$ cat src/rtl/fwd_clock_pkg.sv
// Shared constants for the forwarded-clock and output-mode controller.
// Assumes one system clock that ticks twice per converter sampling cycle.
package fwd_clock_pkg;

  // Sample word layout
  localparam int unsigned SAMPLE_W          = 12;
  localparam logic [11:0] SAMPLE_MIDSCALE   = 12'h0800;
  localparam int unsigned LANES             = 4;

  // Output waveform selector codes
  localparam logic [1:0]  MODE_NRZ          = 2'h0;
  localparam logic [1:0]  MODE_NARROW_RTZ   = 2'h1;
  localparam logic [1:0]  MODE_RTZ          = 2'h2;
  localparam logic [1:0]  MODE_RF           = 2'h3;

  // Multiplexer ratio select values
  localparam logic        MUX_4TO1          = 1'b0;
  localparam logic        MUX_2TO1          = 1'b1;

  // Forwarded clock divide select codes; 2 and 3 are illegal
  localparam logic [1:0]  DIV_BY_1          = 2'h0;
  localparam logic [1:0]  DIV_BY_2          = 2'h1;

  // Under-clocking select levels
  localparam logic        UNDERCLOCK_OFF    = 1'b0;
  localparam logic        UNDERCLOCK_ON     = 1'b1;

  // Timing: one system tick is half a sampling cycle
  localparam int unsigned TICKS_PER_SAMPLE  = 2;
  localparam int unsigned PHASE_STEPS       = 8;
  localparam int unsigned CLK_PERIOD_PS     = 5000;
  localparam int unsigned NARROW_PULSE_PS   = 75;
  localparam int unsigned NARROW_PULSE_RAW  =
    (NARROW_PULSE_PS + CLK_PERIOD_PS - 1) / CLK_PERIOD_PS;
  localparam int unsigned NARROW_PULSE_TICKS =
    (NARROW_PULSE_RAW < 1) ? 1 : NARROW_PULSE_RAW;

  // Counter widths and reset values
  localparam int unsigned DIV_CNT_W         = 7;
  localparam int unsigned SLOT_CNT_W        = 5;
  localparam logic [6:0]  DIV_CNT_RESET     = 7'h00;
  localparam logic [4:0]  SLOT_CNT_RESET    = 5'h00;

endpackage

$ cat src/rtl/phase_delay_line.sv
// Tapped delay line for the forwarded clock, one tap per half sample.
// Assumes the select is stable or that a glitch on change is tolerated.
module phase_delay_line #(
  parameter int unsigned DEPTH = 8
) (
  input  wire logic                     clk_sys_i,
  input  wire logic                     reset_i,
  input  wire logic                     d_i,
  input  wire logic [$clog2(DEPTH)-1:0] sel_i,
  output logic                          q_o
);

  logic [DEPTH-1:0] taps_q;

  initial begin
    // The tap index is $clog2(DEPTH) bits wide, so DEPTH must fill it
    if (DEPTH < 2 || (DEPTH & (DEPTH - 1)) != 0) begin
      $error("phase_delay_line: DEPTH must be a power of two, at least 2");
    end
  end

  // Tap 0 is the undelayed input, each further tap adds one tick
  always_ff @(posedge clk_sys_i) begin
    if (reset_i) begin
      taps_q <= '0;
    end else begin
      taps_q <= {taps_q[DEPTH-2:0], d_i};
    end
  end

  // Registered tap select keeps the output glitch free
  always_ff @(posedge clk_sys_i) begin
    if (reset_i) begin
      q_o <= 1'b0;
    end else begin
      q_o <= (sel_i == '0) ? d_i : taps_q[sel_i - 1'b1];
    end
  end

endmodule

$ cat src/rtl/waveform_shaper.sv
// Output waveform shaping of one sample per sampling cycle.
// Assumes tick_i counts the system ticks inside one sampling cycle.
module waveform_shaper
  import fwd_clock_pkg::*;
(
  input  wire logic                          clk_sys_i,
  input  wire logic                          reset_i,
  input  wire logic [1:0]                    mode_i,
  input  wire logic [fwd_clock_pkg::SAMPLE_W-1:0] sample_i,
  input  wire logic                          tick_i,
  output logic [fwd_clock_pkg::SAMPLE_W-1:0] shaped_o
);

  logic [SAMPLE_W-1:0] shaped_d;
  logic                narrow_zero;

  // Narrow pulse sits at the end of the cycle, fixed in ticks not in rate
  assign narrow_zero = (32'(tick_i) >= (TICKS_PER_SAMPLE - NARROW_PULSE_TICKS));

  always_comb begin
    shaped_d = sample_i;
    case (mode_i)
      MODE_NRZ:        shaped_d = sample_i;
      MODE_NARROW_RTZ: shaped_d = narrow_zero ? SAMPLE_MIDSCALE : sample_i;
      MODE_RTZ:        shaped_d = tick_i ? SAMPLE_MIDSCALE : sample_i;
      MODE_RF:         shaped_d = tick_i ? ~sample_i : sample_i;
      default:         shaped_d = sample_i;
    endcase
  end

  always_ff @(posedge clk_sys_i) begin
    if (reset_i) begin
      shaped_o <= SAMPLE_MIDSCALE;
    end else begin
      shaped_o <= shaped_d;
    end
  end

endmodule

$ cat src/rtl/fwd_clock_mode_ctrl.sv
// Forwarded data clock, sample pacing and output mode control.
// Assumes clk_sys_i ticks twice per sampling cycle and that the sample
// source launches its words from the forwarded clock it receives.
// Configuration inputs are static straps; a mux, divide or under-clock change restarts pacing.

// Functional notes
// - A two-bit waveform selector picks one of four shapes, code 11 being RF.
// - Without under-clocking in 4:1 a word is taken every four sampling cycles.
// - With under-clocking a word is taken at half that rate, every eight cycles in 4:1.
// - With under-clocking the forwarded clock runs at half its normal frequency.
// - Under-clock select low means inactive and high means active.
// - The under-clock pin defaults to active when left open; ground disables it.
// - The forwarded clock period is twice the mux ratio times the divide factor in samples.
// - A three-bit phase select delays the forwarded clock by up to 3.5 cycles in half steps.
// - Narrow return-to-zero inserts a short fixed-width return pulse each sample; here it is one tick, half the cycle as in RTZ.
// - Return-to-zero holds the sample for half of each sampling cycle.
// - Codes 00, 01 and 10 select NRZ, narrow RTZ and 50 percent RTZ.
// - Mux select 0 is 4:1 and 1 is 2:1, where the third and fourth ports are unused.
// - Divide select 00 gives factor 1, 01 factor 2, and 10 or 11 are not allowed.
// - Each phase select step adds half a cycle; 2:1 uses only the lower four codes.
module fwd_clock_mode_ctrl
  import fwd_clock_pkg::*;
#(
  parameter int unsigned SAMPLE_BITS = 12,
  parameter int unsigned NUM_LANES   = 4
) (
  input  wire logic                                clk_sys_i,
  input  wire logic                                reset_i,
  input  wire logic [1:0]                          output_mode_i,
  input  wire logic                                mux_ratio_select_i,
  input  wire logic [1:0]                          fwd_clock_divide_select_i,
  input  wire logic [2:0]                          fwd_clock_phase_select_i,
  input  wire logic                                underclock_select_i,
  input  wire logic [fwd_clock_pkg::SAMPLE_W-1:0]  port_a_i,
  input  wire logic [fwd_clock_pkg::SAMPLE_W-1:0]  port_b_i,
  input  wire logic [fwd_clock_pkg::SAMPLE_W-1:0]  port_c_i,
  input  wire logic [fwd_clock_pkg::SAMPLE_W-1:0]  port_d_i,
  output logic                                     forwarded_data_clock_o,
  output logic                                     word_take_o,
  output logic [fwd_clock_pkg::SAMPLE_W-1:0]       sample_out_o,
  output logic                                     config_error_o,
  output logic                                     underclock_active_o
);

  import fwd_clock_pkg::*;

  // Elaboration check: the datapath is built for the documented shape
  initial begin
    if (SAMPLE_BITS != SAMPLE_W) $error("fwd_clock_mode_ctrl: SAMPLE_BITS unsupported");
    if (NUM_LANES != LANES) $error("fwd_clock_mode_ctrl: NUM_LANES unsupported");
    // Half-cycle phase steps only exist with two ticks per sample
    if (TICKS_PER_SAMPLE != 2) begin
      $error("fwd_clock_mode_ctrl: TICKS_PER_SAMPLE must be 2");
    end
    // Three select bits address eight taps, no more and no fewer
    if (PHASE_STEPS != 8) begin
      $error("fwd_clock_mode_ctrl: PHASE_STEPS must be 8");
    end
    // Longest forwarded period is 64 ticks, longest word 16 ticks
    if (DIV_CNT_W < 7 || SLOT_CNT_W < 5) begin
      $error("fwd_clock_mode_ctrl: pacing counters too narrow");
    end
    // The return pulse must leave part of the cycle for the sample
    if (NARROW_PULSE_TICKS >= TICKS_PER_SAMPLE) begin
      $error("fwd_clock_mode_ctrl: narrow pulse covers the whole cycle");
    end
  end

  // Forwarded clock period in ticks: 2 ticks x 2N x X x (2 if under-clocked)
  function automatic logic [DIV_CNT_W-1:0] fwd_period_ticks(
    input logic       mux_sel,
    input logic [1:0] div_sel,
    input logic       uc_sel
  );
    logic [DIV_CNT_W-1:0] p;
    p = 7'h10;                                   // 4:1, factor 1, normal
    if (mux_sel == MUX_2TO1) p = p >> 1;
    if (div_sel == DIV_BY_2) p = p << 1;
    if (uc_sel == UNDERCLOCK_ON) p = p << 1;
    return p;
  endfunction

  // Ticks between two word takes: 2 ticks x N x (2 if under-clocked)
  function automatic logic [SLOT_CNT_W-1:0] word_ticks(
    input logic mux_sel,
    input logic uc_sel
  );
    logic [SLOT_CNT_W-1:0] w;
    w = 5'h08;                                   // 4:1 normal, Fs/4
    if (mux_sel == MUX_2TO1) w = w >> 1;
    if (uc_sel == UNDERCLOCK_ON) w = w << 1;
    return w;
  endfunction

  // Lanes c and d carry nothing in 2:1 and are loaded with midscale instead
  function automatic logic [SAMPLE_W-1:0] upper_lane(
    input logic                mux_sel,
    input logic [SAMPLE_W-1:0] port_word
  );
    return (mux_sel == MUX_2TO1) ? SAMPLE_MIDSCALE : port_word;
  endfunction

  // Lane on air: each lane lasts one sample, two when under-clocked
  function automatic logic [1:0] lane_of(
    input logic [SLOT_CNT_W-1:0] slot,
    input logic                  uc_sel
  );
    return (uc_sel == UNDERCLOCK_ON) ? slot[3:2] : slot[2:1];
  endfunction

  // Upper phase codes fold onto the lower four in 2:1
  function automatic logic [2:0] fold_phase(
    input logic       mux_sel,
    input logic [2:0] code
  );
    return (mux_sel == MUX_2TO1) ? {1'b0, code[1:0]} : code;
  endfunction

  // Captured configuration
  logic [1:0]            mode_q;
  logic                  mux_q;
  logic [1:0]            div_q;
  logic [2:0]            phase_q;
  logic                  uc_q;
  logic                  cfg_change;
  logic                  div_legal;
  logic [1:0]            div_eff;

  // Pacing counters
  logic [DIV_CNT_W-1:0]  div_cnt_q;
  logic [DIV_CNT_W-1:0]  period;
  logic [SLOT_CNT_W-1:0] slot_cnt_q;
  logic [SLOT_CNT_W-1:0] slots;
  logic                  last_slot;
  logic                  fwd_raw;
  logic                  capture;
  logic [2:0]            phase_sel;

  // Word and lane selection
  logic [SAMPLE_W-1:0]   word_q [LANES];
  logic [1:0]            lane;
  logic                  tick;
  logic [SAMPLE_W-1:0]   lane_sample;

  // Illegal divide codes fall back to factor 1 and raise the error flag
  assign div_legal = (fwd_clock_divide_select_i == DIV_BY_1) ||
                     (fwd_clock_divide_select_i == DIV_BY_2);
  assign div_eff   = div_legal ? fwd_clock_divide_select_i : DIV_BY_1;

  assign cfg_change = (mux_ratio_select_i != mux_q) || (div_eff != div_q) ||
                      (underclock_select_i != uc_q);

  // Waveform select; the reset value matches an open strap, RF
  always_ff @(posedge clk_sys_i) begin
    if (reset_i) begin
      mode_q <= MODE_RF;
    end else begin
      mode_q <= output_mode_i;
    end
  end

  // Multiplexer ratio, re-sampled every tick like all straps
  always_ff @(posedge clk_sys_i) begin
    if (reset_i) begin
      mux_q <= MUX_4TO1;
    end else begin
      mux_q <= mux_ratio_select_i;
    end
  end

  // Divide factor after illegal codes were folded to factor 1
  always_ff @(posedge clk_sys_i) begin
    if (reset_i) begin
      div_q <= DIV_BY_1;
    end else begin
      div_q <= div_eff;
    end
  end

  // Phase select takes effect without restarting the divider
  always_ff @(posedge clk_sys_i) begin
    if (reset_i) begin
      phase_q <= 3'h0;
    end else begin
      phase_q <= fwd_clock_phase_select_i;
    end
  end

  // An open pin is pulled high on the board, so only the driven level
  // is seen here; the reset value mirrors that open default
  always_ff @(posedge clk_sys_i) begin
    if (reset_i) begin
      uc_q <= UNDERCLOCK_ON;
    end else begin
      uc_q <= underclock_select_i;
    end
  end

  assign period    = fwd_period_ticks(mux_q, div_q, uc_q);
  assign slots     = word_ticks(mux_q, uc_q);
  assign last_slot = (slot_cnt_q == slots - 5'h01);

  // Forwarded clock divider; restarts on any pacing change
  always_ff @(posedge clk_sys_i) begin
    if (reset_i || cfg_change) begin
      div_cnt_q <= DIV_CNT_RESET;
    end else if (div_cnt_q == period - 7'h01) begin
      div_cnt_q <= DIV_CNT_RESET;
    end else begin
      div_cnt_q <= div_cnt_q + 7'h01;
    end
  end

  // High for the first half of the period, square wave; held low in the
  // tick a pacing change restarts the divider, so no stretched first pulse
  assign fwd_raw = !cfg_change && (div_cnt_q < (period >> 1));

  // In 2:1 the upper codes repeat the lower four
  assign phase_sel = fold_phase(mux_q, phase_q);

  // Phase shift in half-cycle ticks on top of the fixed register latency
  phase_delay_line #(
    .DEPTH (PHASE_STEPS)
  ) u_phase_delay (
    .clk_sys_i (clk_sys_i),
    .reset_i   (reset_i),
    .d_i       (fwd_raw),
    .sel_i     (phase_sel),
    .q_o       (forwarded_data_clock_o)
  );

  // Slot counter inside one word; lockstep with the divider
  always_ff @(posedge clk_sys_i) begin
    if (reset_i || cfg_change) begin
      slot_cnt_q <= SLOT_CNT_RESET;
    end else if (last_slot) begin
      slot_cnt_q <= SLOT_CNT_RESET;
    end else begin
      slot_cnt_q <= slot_cnt_q + 5'h01;
    end
  end

  // No capture in the tick a pacing change restarts the counters
  assign capture = last_slot && !cfg_change;

  // Word capture on the last slot, so the new word plays from slot 0
  always_ff @(posedge clk_sys_i) begin
    if (reset_i) begin
      for (int i = 0; i < LANES; i++) begin
        word_q[i] <= SAMPLE_MIDSCALE;
      end
    end else if (capture) begin
      word_q[0] <= port_a_i;
      word_q[1] <= port_b_i;
      word_q[2] <= upper_lane(mux_q, port_c_i);
      word_q[3] <= upper_lane(mux_q, port_d_i);
    end
  end

  // Word take strobe, one tick wide, coincides with the capture edge
  always_ff @(posedge clk_sys_i) begin
    if (reset_i) begin
      word_take_o <= 1'b0;
    end else begin
      word_take_o <= capture;
    end
  end

  // Under-clocking repeats every sample for two sampling cycles
  assign tick = slot_cnt_q[0];
  assign lane = lane_of(slot_cnt_q, uc_q);
  assign lane_sample = word_q[lane];

  // Shaping is independent of mux, divide and phase settings
  waveform_shaper u_shaper (
    .clk_sys_i (clk_sys_i),
    .reset_i   (reset_i),
    .mode_i    (mode_q),
    .sample_i  (lane_sample),
    .tick_i    (tick),
    .shaped_o  (sample_out_o)
  );

  // Illegal divide flag, follows the strap one tick later
  always_ff @(posedge clk_sys_i) begin
    if (reset_i) begin
      config_error_o <= 1'b0;
    end else begin
      config_error_o <= !div_legal;
    end
  end

  // Under-clock status; reads active out of reset like an open pin
  always_ff @(posedge clk_sys_i) begin
    if (reset_i) begin
      underclock_active_o <= 1'b1;
    end else begin
      underclock_active_o <= uc_q;
    end
  end

endmodule

$ cat config.mk
export PLATFORM = sky130hd
export DESIGN_NAME = fwd_clock_mode_ctrl
export DESIGN_NICKNAME = d
export VERILOG_FILES = /design/src/rtl/fwd_clock_pkg.sv /design/src/rtl/phase_delay_line.sv /design/src/rtl/waveform_shaper.sv /design/src/rtl/fwd_clock_mode_ctrl.sv
export SDC_FILE = /design/constraint.sdc
export NUM_CORES = 1
export LEC_CHECK = 0
export ABC_AREA = 0
export BUFFER_PORTS_ARGS = -buffer_cell sky130_fd_sc_hd__buf_2
export CORE_UTILIZATION = 40
export DETAILED_ROUTE_END_ITERATION = 16
export GPL_ROUTABILITY_DRIVEN = 1
export SLEW_MARGIN = 20
export SYNTH_ARGS = -nofsm -noshare
export SYNTH_HDL_FRONTEND = slang
export SYNTH_HIERARCHICAL = 1
export SYNTH_SLANG_ARGS = --single-unit
$ cat constraint.sdc
create_clock -name clk_sys_i -period 6 [get_ports clk_sys_i]
set_input_delay 0.6 -clock clk_sys_i [delete_from_list [all_inputs] [get_ports clk_sys_i]]
set_output_delay 0.6 -clock clk_sys_i [all_outputs]
set_load 0.05 [all_outputs]
== After elaboration in Yosys (flattened, before gate mapping) ==
Memories as Yosys holds them, arrays and structs flattened.
Cells that the tools add are included.
Widths: inputs -> output; s select.
Operators by class
  add/subtract/negate cells: 5
  order comparisons: 3
  equal/unequal tests: 10
  muxes and demuxes: 26
  bitwise operators: 5
  reduce and logical (&&, ||, !) cells: 13
Operators with widths (number)
  $mux 12: 9
  $pmux 12 s4: 1
  $not 12->12: 1
  $mux 5: 2
  $add 7x1->7 const B: 1
  $eq 7x7->1: 1
  $lt 7x6->1: 1
  $mux 1: 7
  $mux 7: 1
  $sub 7x1->7 const B: 1
  $eq 2x1->1 const B: 3
  $mux 6: 1
  $add 5x1->5 const B: 1
  $eq 5x5->1: 1
  $sub 5x1->5 const B: 1
  $eq 2x2->1 const B: 2
  $logic_not 2->1: 2
  $logic_or 1x1->1: 4
  $lt 3x4->1 const B: 1
  $mux 2: 2
  $mux 4: 1
  $or 1x1->1: 4
  $reduce_or 2->1: 2
  $bmux 1 s3: 1
  8 further kinds: 11
Storage, ports and cells
  flip-flop bits (word level): 45
  bits in writable memories: 48
  input port bits: 59
  output and inout bits: 16
  logic and storage cells: 76
  memories kept: 1
Memory list
  word_q: words 4, width 12, read ports 1, clocked after Yosys merged registers in 0, wr ports 4, line fwd_clock_mode_ctrl.sv:140  | logic [SAMPLE_W-1:0] word_q [LANES];

== Depth between registers and ports, before layout ==
Gate-level depths: netlist (run 1).
  depth after elaboration: 12
  depth in mapped cells: 11
  gate-level depth less buffers: 11

== Hierarchy ==
Netlist (run 1), hierarchy kept.
Modules (own cells, without submodules)
  fwd_clock_mode_ctrl: times used 1, cells an instance 248, area each 3310.7 um^2, sequential area each 1921.8 um^2
  waveform_shaper: times used 1, cells an instance 82, area each 793.3 um^2, sequential area each 240.2 um^2
  phase_delay_line: times used 1, cells an instance 34, area each 374.1 um^2, sequential area each 180.2 um^2

== Least setup slack after synthesis (run 1) ==
OpenSTA, ideal clock, no wires.
  path type: input to register
  from: in fwd_clock_divide_select_i[1]
  to: mem word_q[0][0] (enable)
  setup time: 0.526 ns
  arrival time: 4.686 ns
  data required time: 5.474 ns
  slack: 0.789 ns
  stages: 4
  buffers on the path: 0
  cell sequence: nand2b_1 xor2_1 nand2_1 o31ai_1
RTL lines
  start: declaration: line fwd_clock_mode_ctrl.sv:31  | input wire logic [1:0] fwd_clock_divide_select_i,
  end: declaration: line fwd_clock_mode_ctrl.sv:140

== Final worst setup path (run 1) ==
  from: reg mux_q
  to: reg u_phase_delay.q_o
On the way
  longest elaborated chain between the ends: 6
  elaborated cells between the ends (all ways): 15
  classes of those cells: add/sub: 1; order compare: 1; eq/ne: 1; mux: 7; reduce/logical: 5
RTL lines
  start: declaration: line fwd_clock_mode_ctrl.sv:121  | logic mux_q;
  start signal: assignment: line fwd_clock_mode_ctrl.sv:167  | mux_q <= mux_ratio_select_i;
  $mux 5 or $ne 1x1->1 (tied branches): line fwd_clock_mode_ctrl.sv:77, fwd_clock_mode_ctrl.sv:150
  $mux 6 or $logic_or 1x1->1 (tied branches): line fwd_clock_mode_ctrl.sv:78, fwd_clock_mode_ctrl.sv:150
  $mux 7 or $logic_or 1x1->1 (tied branches): line fwd_clock_mode_ctrl.sv:79, fwd_clock_mode_ctrl.sv:150
  $lt 7x6->1 or $logic_not 1->1 (tied branches): line fwd_clock_mode_ctrl.sv:216  | assign fwd_raw = !cfg_change && (div_cnt_q < (period >> 1));
  $logic_and 1x1->1 *: line fwd_clock_mode_ctrl.sv:216
  via fwd_raw: line fwd_clock_mode_ctrl.sv:135  | logic fwd_raw;
  $mux 1 *: line phase_delay_line.sv:36  | q_o <= (sel_i == '0) ? d_i : taps_q[sel_i - 1'b1];
  end signal: assignment: line phase_delay_line.sv:36
  end: declaration: line phase_delay_line.sv:10  | output logic q_o
Mark *: on every way through the listed nets, which the timed path passes. The rest lies on a longest branch. The select of a mux whose other input is x is not followed.
A chain may end at the register's enable or synchronous reset.

==> results.py, run 1 <==
metrics = {
    "status": {
        "status": "finished clean",
    },
    "final_layout": {
        "finalNetCount": 519,
        "area_growth_pct": 16.0,
        "n_antenna_cell": 0,
        "drive_above_1_share_pct": 27.8,
        "fin_util_pct": 47.7,
        "postLayoutCellArea_mm2": 0.00520,
    },
    "timing": {
        "fmax_mhz": 341,
        "setup_viol": 0,
        "slew_violations": 0,
        "tightest_slew_ns": 0.797,
        "hold_violations": 0,
        "slew_headroom_pct": 46.7,
        "fin_crit_ns": 2.93,
        "finalCritPeriodShare_pct": 48.9,
        "rsz0062_at_grt": "false",
        "finClkSkew_ns": 0.0127,
        "setup_tns_ns": 0,
    },
    "cts": {
        "clock-sinks": 93,
        "cts_made_buffers": 9,
        "clockBufferDepth": 2,
        "cts-resized-gates": 0,
        "ctsHoldBuffers": 0,
        "cts.clk_slew.worst_paths_ns": 0.09,
        "cts-root-buf": "clkbuf_8",
        "htreeDepth": 3,
        "clk_latency_ns": 0.37,
        "cts_tree": "built",
        "post_cts_buffers": 0,
    },
    "synthesis": {
        "yosys_most_used_dff": "edfxtp_1",
        "syn_area_mm2": 0.00448,
        "yosys-top-cells-area": "edfxtp_1 (32%), dfxtp_1 (20%), mux4_2 (6.5%)",
        "synth_top_area_share_pct": 32.2,
        "yosysWarnings": 6,
        "synth_area_leader_cell": "edfxtp_1",
        "syn_avg_cell_area_um2": 12.3,
        "yosysUniqueCellTypes": 51,
        "async_flop_share_pct": 0,
        "synth_cells": 364,
        "yosys-top-cells-count": "edfxtp_1 (48), and2_1 (45), dfxtp_1 (45)",
        "synth_most_common_cell": "edfxtp_1",
        "synth_nets": 445,
        "synth-edff-count": 48,
        "yosysSeqAreaShare_pct": 52.3,
        "postSynthRegisterBits": 93,
    },
    "placement": {
        "gp_congestion": 0.784,
        "numPortBuffers": 74,
        "place_hpwl_um": 5900,
        "post_dp_cell_area_mm2": 0.00496,
    },
    "global_routing": {
        "grt_pass1_wl_um": 13500,
        "grt_pass1_vias": 2780,
        "grt_start_max_net_pins": 31,
        "globalRouteTotalUtil_pct": 15.6,
        "overflow": 0,
        "antenna_found_initial": 0,
    },
    "floorplan": {
        "rows": 38,
        "core_mm2": 0.0109,
        "die_h_um": 108,
        "pin_count": 75,
        "die_area_mm2": 0.0116,
        "fp.dieW_um": 108,
        "start_util_pct": 41.1,
    },
    "drt": {
        "viasPerCell": 4.98,
        "first_pass_iters": 4,
        "dr_total_vias": 2898,
        "ant_nets": 0,
        "route.detailed.drc": 0,
        "drt_wl_total_um": 8400,
        "first_iter_violations": 93,
        "wl_per_cell_um": 14.4,
    },
    "worst_setup_path": {
        "r2r_cells": 10,
        "r2r_setup_slack_ns": 3.07,
        "worstSetupPathType": "register to register",
        "endpoint_kind": "register",
        "timing.rr.end": "u_phase_delay/q_o$_SDFF_PP0_",
        "reg2reg_from": "mux_q$_SDFF_PP0_",
        "cp-start-kind": "register",
        "startpoint": "mux_q$_SDFF_PP0_",
        "required_ns": 6.32,
        "worstPathArrival_ns": 3.25,
        "endpoint": "u_phase_delay/q_o$_SDFF_PP0_",
        "cp_max_fo": 12,
    },
    "pwr": {
        "power.total_w": 0.00129,
        "power.density_mw_per_mm2": 248,
        "p_leak_nw": 2.23,
        "max-vdd-ir-drop_mv": 0.108,
    },
    "worst_hold_path": {
        "hold_class": "primary input to register",
    },
    "run": {
        "max-cap-violations": 0,
    },
}
[area by class of cell]
type | count | area [µm²]
Clock inverter | 5 | 85.1
Timing Repair Buffer | 80 | 423
Clock buffer | 10 | 128
Multi-Input combinational cell | 240 | 1990
Fill cell | 986 | 5690
Tap cell | 140 | 175
Inverter | 14 | 52.6
Sequential cell | 93 | 2340
[cells by family after synthesis]
kind of cell	Yosys count	synth area share, %
other	1	0.0837
multiplexers	36	11.7
AO/OA/AOI/OAI	35	5.00
flip-flops	93	52.3
adder cells (fa/ha/maj)	22	6.15
AND/OR/NAND/NOR	131	18.2
XOR/XNOR	15	2.93
buffers and inverters	31	3.63
[placed cells by master, fill, tap and decap left out, types with 13 or more instances in the layout]
cell type,synthesis,layout
mux4_2,13,13
and2_1,45,45
mux2i_1,23,22
buf_2,6,74
dfxtp_1,45,45
ha_1,22,22
edfxtp_1,48,48
inv_1,14,14
nor2b_1,14,14
[critical path, stage by stage, from the launching register on]
cell	delay, ns
dfxtp_1	0.65
ha_1	0.33
mux2i_1	0.28
ha_1	0.30
a21o_1	0.18
a21oi_1	0.15
nor4b_1	0.07
nor4_1	0.35
nor3b_1	0.12
a311oi_1	0.28
a22o_1	0.18
[through the flow]
step	cells	setup slack [ns]	hold slack [ns]
2_1_floorplan	364	0.789	0.430
6_report	582	3.07	0.406
3_5_place_dp	565	2.85	0.453
4_1_cts	580	2.81	0.397
3_3_place_gp	565	2.92	0.445
5_1_grt	582	2.78	0.390
[flip-flops by register name (all words and copies together) (netlist names), 2 cells and up]
name / flops
u_shaper/shaped_o: 12
div_cnt_q: 7
phase_q: 3
slot_cnt_q: 5
div_q: 2
mode_q: 2
u_phase_delay/taps_q: 8
word_q: 48
[power by group]
| part | switching (W) | internal (W) |
|---|---|---|
| sequential | 0.00000962 | 0.000686 |
| clock | 0.000229 | 0.000235 |
| combinational | 0.0000748 | 0.0000536 |
[per-layer routing]
metal	vias to the layer above	GRT usage, %	routed length, µm
met1	1372	19.4	3900
met3	13	4.30	401
met4	0	6.46	195
met2	68	25.3	3910
met5	-	0	0
li1	1445	-	-
[how the worst min path moves through the flow]
stage	startpoint	endpoint	slack [ns]	cells after the start
final	output_mode_i[0]	mode_q[0]$_SDFF_PP1_	0.41	2
after global routing	output_mode_i[0]	mode_q[0]$_SDFF_PP1_	0.39	2
after CTS	output_mode_i[0]	mode_q[0]$_SDFF_PP1_	0.40	2
after detailed placement	div_cnt_q[0]$_SDFF_PP0_	div_cnt_q[0]$_SDFF_PP0_	0.45	1
after global placement	u_phase_delay/taps_q[2]$_SDFF_PP0_	u_phase_delay/taps_q[3]$_SDFF_PP0_	0.44	1
after floorplan	slot_cnt_q[0]$_SDFF_PP0_	slot_cnt_q[0]$_SDFF_PP0_	0.43	1
Power figures use the tool's default switching activity.
==> run 2: changes to the inputs <==
Clock period 6 ns to 2.9 ns, I/O delays scaled along.
==> run 2 against run 1 <==
- critical path type unchanged
- routed wire length decreased by 0.17%
- largest power group unchanged
- highest routed layer unchanged
- sequential share of layout area decreased by 0.15 points
- setup slack got worse by 2.8 ns
- non-clock buffer count increased by 3
- final area increased by 0.34%
- maximum frequency increased by 9.6%
==> results.py, run 2 (synthesis gave the netlist of run 1 again) <==
metrics = {
    "timing": {
        "finClkSkew_ns": 0.0131,
        "setup_viol": 0,
        "slew_headroom_pct": 65.3,
        "fmax_mhz": 374,
        "fin_crit_ns": 2.67,
        "rsz0062_at_grt": "false",
        "setup_tns_ns": 0,
        "hold_violations": 0,
        "tightest_slew_ns": 0.515,
        "slew_violations": 0,
        "fin_ws_ns": 0.226,
        "finalCritPeriodShare_pct": 92.2,
    },
    "final_layout": {
        "drive_above_1_share_pct": 28.7,
        "largest_reg_flops": 48,
        "final_cell_mix": "buf_2 (74), edfxtp_1 (48), and2_1 (45), dfxtp_1 (45), ha_1 (22)",
        "n_antenna_cell": 0,
        "mostFrequentLayoutCell": "buf_2",
        "top_register": "word_q",
        "area_growth_pct": 16.4,
        "reg_top3": "word_q: 48 flops, u_shaper/shaped_o: 12 flops, u_phase_delay/taps_q: 8 flops",
        "postLayoutCellArea_mm2": 0.00521,
        "finalNetCount": 522,
        "fillers": 992,
    },
    "run": {
        "max-cap-violations": 0,
    },
    "worst_setup_path": {
        "worstSetupPathType": "register to register",
        "worstPathArrival_ns": 2.97,
        "cp_max_fo": 5,
        "required_ns": 3.20,
        "endpoint_kind": "register",
        "cp-start-kind": "register",
    },
    "pwr": {
        "power.density_mw_per_mm2": 497,
        "p_int_w": 0.00194,
        "p_comb_share_pct": 10.6,
        "p_sw_share_pct": 25.0,
        "pwr-share-seq_pct": 55.5,
        "max-vdd-ir-drop_mv": 0.220,
        "power.share.clock_pct": 34.0,
        "p_leak_nw": 2.24,
        "switchingPower_w": 0.000649,
        "power.total_w": 0.00259,
    },
    "global_routing": {
        "grt_pass1_wl_um": 13600,
        "antenna_found_initial": 0,
        "globalRouteTotalUtil_pct": 15.5,
        "overflow": 0,
        "grt_pass1_vias": 2716,
        "grt_start_max_net_pins": 49,
    },
    "drt": {
        "ant_nets": 0,
        "viasPerCell": 4.81,
        "drt_wl_total_um": 8390,
        "wl_met3_um": 328,
        "met2_length_um": 3890,
        "dr_total_vias": 2817,
        "route.detailed.drc": 0,
        "first_pass_iters": 4,
        "first_iter_violations": 142,
        "highest_layer": "met4",
        "wl_per_cell_um": 14.3,
        "met1Wirelength_um": 4090,
    },
    "placement": {
        "post_dp_cell_area_mm2": 0.00500,
        "pre_cts_slack_ns": 0.192,
        "place_hpwl_um": 6080,
        "numPortBuffers": 74,
        "gp_congestion": 0.876,
    },
    "floorplan": {
        "fp.dieW_um": 108,
        "start_util_pct": 41.1,
        "die_area_mm2": 0.0116,
        "rows": 38,
        "die_h_um": 108,
        "core_mm2": 0.0109,
        "pin_count": 75,
    },
    "cts": {
        "clk_latency_ns": 0.36,
        "cts.clk_slew.worst_paths_ns": 0.09,
        "clockBufferDepth": 2,
        "htreeDepth": 3,
        "cts_made_buffers": 9,
        "cts_tree": "built",
        "cts-root-buf": "clkbuf_8",
        "clock-sinks": 93,
    },
    "worst_hold_path": {
        "hold_class": "primary input to register",
    },
    "status": {
        "status": "finished clean",
    },
}
run 2: worst paths after layout:
path                                 from                            to  slack (ns)  cells past startpoint
hold reg to reg   div_cnt_q[0]$_SDFF_PP0_       div_cnt_q[0]$_SDFF_PP0_        0.47                      1
hold / removal           output_mode_i[0]          mode_q[0]$_SDFF_PP1_        0.12                      2
setup reg to reg      div_q[1]$_SDFF_PP0_  u_phase_delay/q_o$_SDFF_PP0_        0.23                     11
setup / recovery      div_q[1]$_SDFF_PP0_  u_phase_delay/q_o$_SDFF_PP0_        0.23                     11
run 2: stage by stage:
step | cells | util, % | hold slack (ns)
3_5_place_dp | 569 | 46.0 | 0.455
5_1_grt | 586 | 47.9 | 0.0980
6_report | 586 | 47.9 | 0.123
4_1_cts | 585 | 47.8 | 0.106
2_1_floorplan | 364 | - | 0.362
3_3_place_gp | 569 | 46.0 | 0.441
run 2: routing by layer:
metal	vias up	track usage [%]
li1	1450	-
met1	1306	21.3
met2	53	24.2
met3	8	3.63
met4	0	4.99
met5	-	0
run 2: final cells by class:
class | instances | area, µm² | share of cell area, %
clock buffers | 10 | 128 | 2.45
clock inverters | 6 | 71.3 | 1.37
inverters | 14 | 52.6 | 1.01
multi-input cells | 240 | 1990 | 38.3
flip-flops and latches | 93 | 2340 | 44.9
well taps | 140 | 175 | 3.36
repair buffers | 83 | 450 | 8.64
run 2: power groups by stage:
stage / Sequential [W] / Combinational, W / Clock (W)
floorplan: 0.00151 / 0.000145 / 0
global placement: 0.00147 / 0.000267 / 0
detailed placement: 0.00147 / 0.000273 / 0
CTS: 0.00144 / 0.000274 / 0.000912
global route: 0.00144 / 0.000302 / 0.000960
finish: 0.00144 / 0.000274 / 0.000881
run 2: timing repair:
action	4_1_cts	5_1_grt
gates resized for setup	0	1
endpoints found under the setup margin	0	1
hold buffers	0	0
setup buffers	0	1
run 2: critical path, stage by stage (launching register included):
cell,delay (ns)
dfxtp_1,0.36
nand2b_1,0.21
ha_1,0.32
mux2i_2,0.19
ha_1,0.27
a21o_1,0.18
a21oi_1,0.15
nor4b_1,0.07
nor4_1,0.37
nor3b_1,0.12
a311oi_1,0.23
a22o_1,0.17
==> run 3: changes to the inputs <==
Clock period 2.9 ns to 2.7 ns, I/O delays scaled along.
==> run 3 against run 2 <==
- maximum frequency increased by 5.8%
- final area up 1.7%
- sequential power increased by 7%
- clock power increased by 9.2%
- count of clock-buffer cells in the layout fell by 1
- first-iteration DRC count decreased by 20%
- combinational power up 14%
- largest cell class unchanged
==> results.py, run 3 (synthesis gave the netlist of run 1 again) <==
metrics = {
    "timing": {
        "slew_headroom_pct": 62.8,
        "finClkSkew_ns": 0.0106,
        "fin_ws_ns": 0.172,
        "setup_viol": 0,
        "rsz0062_at_grt": "false",
        "holdWs_ns": 0.0938,
        "hold_violations": 0,
        "fin_crit_ns": 2.53,
        "finalCritPeriodShare_pct": 93.6,
        "slew_violations": 0,
        "fmax_mhz": 396,
        "tightest_slew_ns": 0.553,
    },
    "drt": {
        "first_pass_iters": 6,
        "dr_total_vias": 2900,
        "route.detailed.drc": 0,
        "first_iter_violations": 113,
        "drt_wl_total_um": 8390,
        "viasPerCell": 4.92,
        "wl_per_cell_um": 14.2,
        "ant_nets": 0,
    },
    "worst_setup_path": {
        "cp-start-kind": "register",
        "endpoint_kind": "register",
        "worstPathArrival_ns": 2.78,
        "worstSetupPathType": "register to register",
        "cp_max_fo": 5,
        "required_ns": 2.95,
        "r2r_cells": 12,
    },
    "pwr": {
        "p_leak_nw": 2.28,
        "switchingPower_w": 0.000714,
        "p_int_w": 0.00210,
        "max-vdd-ir-drop_mv": 0.311,
        "power.density_mw_per_mm2": 531,
        "pwr-share-seq_pct": 54.8,
        "p_comb_share_pct": 11.0,
        "power.share.clock_pct": 34.2,
        "p_sw_share_pct": 25.3,
    },
    "placement": {
        "numPortBuffers": 74,
        "place_inst": 571,
        "place_hpwl_um": 5850,
        "gp_congestion": 0.840,
        "pre_cts_slack_ns": -0.0460,
    },
    "final_layout": {
        "top_register": "word_q",
        "drive_above_1_share_pct": 31.3,
        "reg_top3": "word_q: 48 flops, u_shaper/shaped_o: 12 flops, u_phase_delay/taps_q: 8 flops",
        "mostFrequentLayoutCell": "buf_2",
        "n_antenna_cell": 0,
        "finalNetCount": 526,
        "area_growth_pct": 18.4,
        "largest_reg_flops": 48,
        "final_cell_mix": "buf_2 (74), edfxtp_1 (48), and2_1 (45)",
        "stdcell_count": 590,
    },
    "cts": {
        "cts.clk_slew.worst_paths_ns": 0.09,
        "cts_made_buffers": 9,
        "ctsHoldBuffers": 0,
        "clk_latency_ns": 0.36,
        "clock-sinks": 93,
        "htreeDepth": 3,
        "cts_tree": "built",
        "cts-root-buf": "clkbuf_8",
        "clockBufferDepth": 2,
    },
    "floorplan": {
        "rows": 38,
        "fp.dieW_um": 108,
        "start_util_pct": 41.1,
        "core_mm2": 0.0109,
        "pin_count": 75,
        "die_h_um": 108,
        "die_area_mm2": 0.0116,
    },
    "global_routing": {
        "antenna_found_initial": 0,
        "grt_start_max_net_pins": 49,
        "grt_pass1_wl_um": 13500,
        "overflow": 0,
        "grt_pass1_vias": 2758,
        "globalRouteTotalUtil_pct": 15.4,
    },
    "status": {
        "status": "finished clean",
    },
    "run": {
        "max-cap-violations": 0,
    },
    "worst_hold_path": {
        "whs_path_depth": 2,
        "hold_class": "primary input to register",
    },
}
==> run 3: final cells by class <==
type	count	area, µm²
fill	980	5590
timing repair buffer	87	480
multi-input combinational	240	2040
tap	140	175
clock buffer	9	124
inverter	14	52.6
sequential	93	2340
clock inverter	7	80.1
==> run 3: what timing repair did <==
action | CTS | global route
pin swaps | 1 | 4
buffers inserted | 2 | 1
setup endpoints to repair | 1 | 1
resized for setup | 2 | 9
==> run 3: critical path, stage by stage, from the launching register on <==
cell	delay (ns)
dfxtp_2	0.35
nand2b_4	0.16
ha_4	0.28
mux2i_2	0.07
ha_1	0.30
a21o_1	0.21
a21oi_2	0.09
nor4b_2	0.28
nor4_1	0.08
buf_4	0.15
nor3b_4	0.18
a311oi_1	0.06
a22o_1	0.23
==> run 3: final timing paths <==
check | start | slack (ns) | to
max reg2reg | div_q[1]$_SDFF_PP0_ | 0.17 | u_phase_delay/q_o$_SDFF_PP0_
min reg2reg | u_phase_delay/taps_q[3]$_SDFF_PP0_ | 0.46 | u_phase_delay/taps_q[4]$_SDFF_PP0_
max | div_q[1]$_SDFF_PP0_ | 0.17 | u_phase_delay/q_o$_SDFF_PP0_
min | output_mode_i[0] | 0.09 | mode_q[0]$_SDFF_PP1_
==> run 3: through the flow <==
stage               setup TNS (ns)  cell area, µm²  total power, W  util, %
floorplan                        0            4490         0.00178        -
global placement                 0            5020         0.00186     46.1
detailed placement         -0.0460            5020         0.00187     46.1
CTS                              0            5250         0.00284     48.2
global route                     0            5300         0.00295     48.7
finish                           0            5300         0.00282     48.7
==> run 3: power groups by stage <==
stage | registers [W] | logic, W | clock network [W]
floorplan | 0.00163 | 0.000155 | 0
global placement | 0.00157 | 0.000289 | 0
detailed placement | 0.00158 | 0.000296 | 0
CTS | 0.00154 | 0.000303 | 0.000997
global route | 0.00155 | 0.000339 | 0.00106
finish | 0.00154 | 0.000311 | 0.000962
==> run 3: metal layers <==
metal	global-route usage (%)	share of wire [%]
met5	0	0
met4	5.77	1.0
met3	3.57	3.7
met2	24.0	47
met1	20.7	48
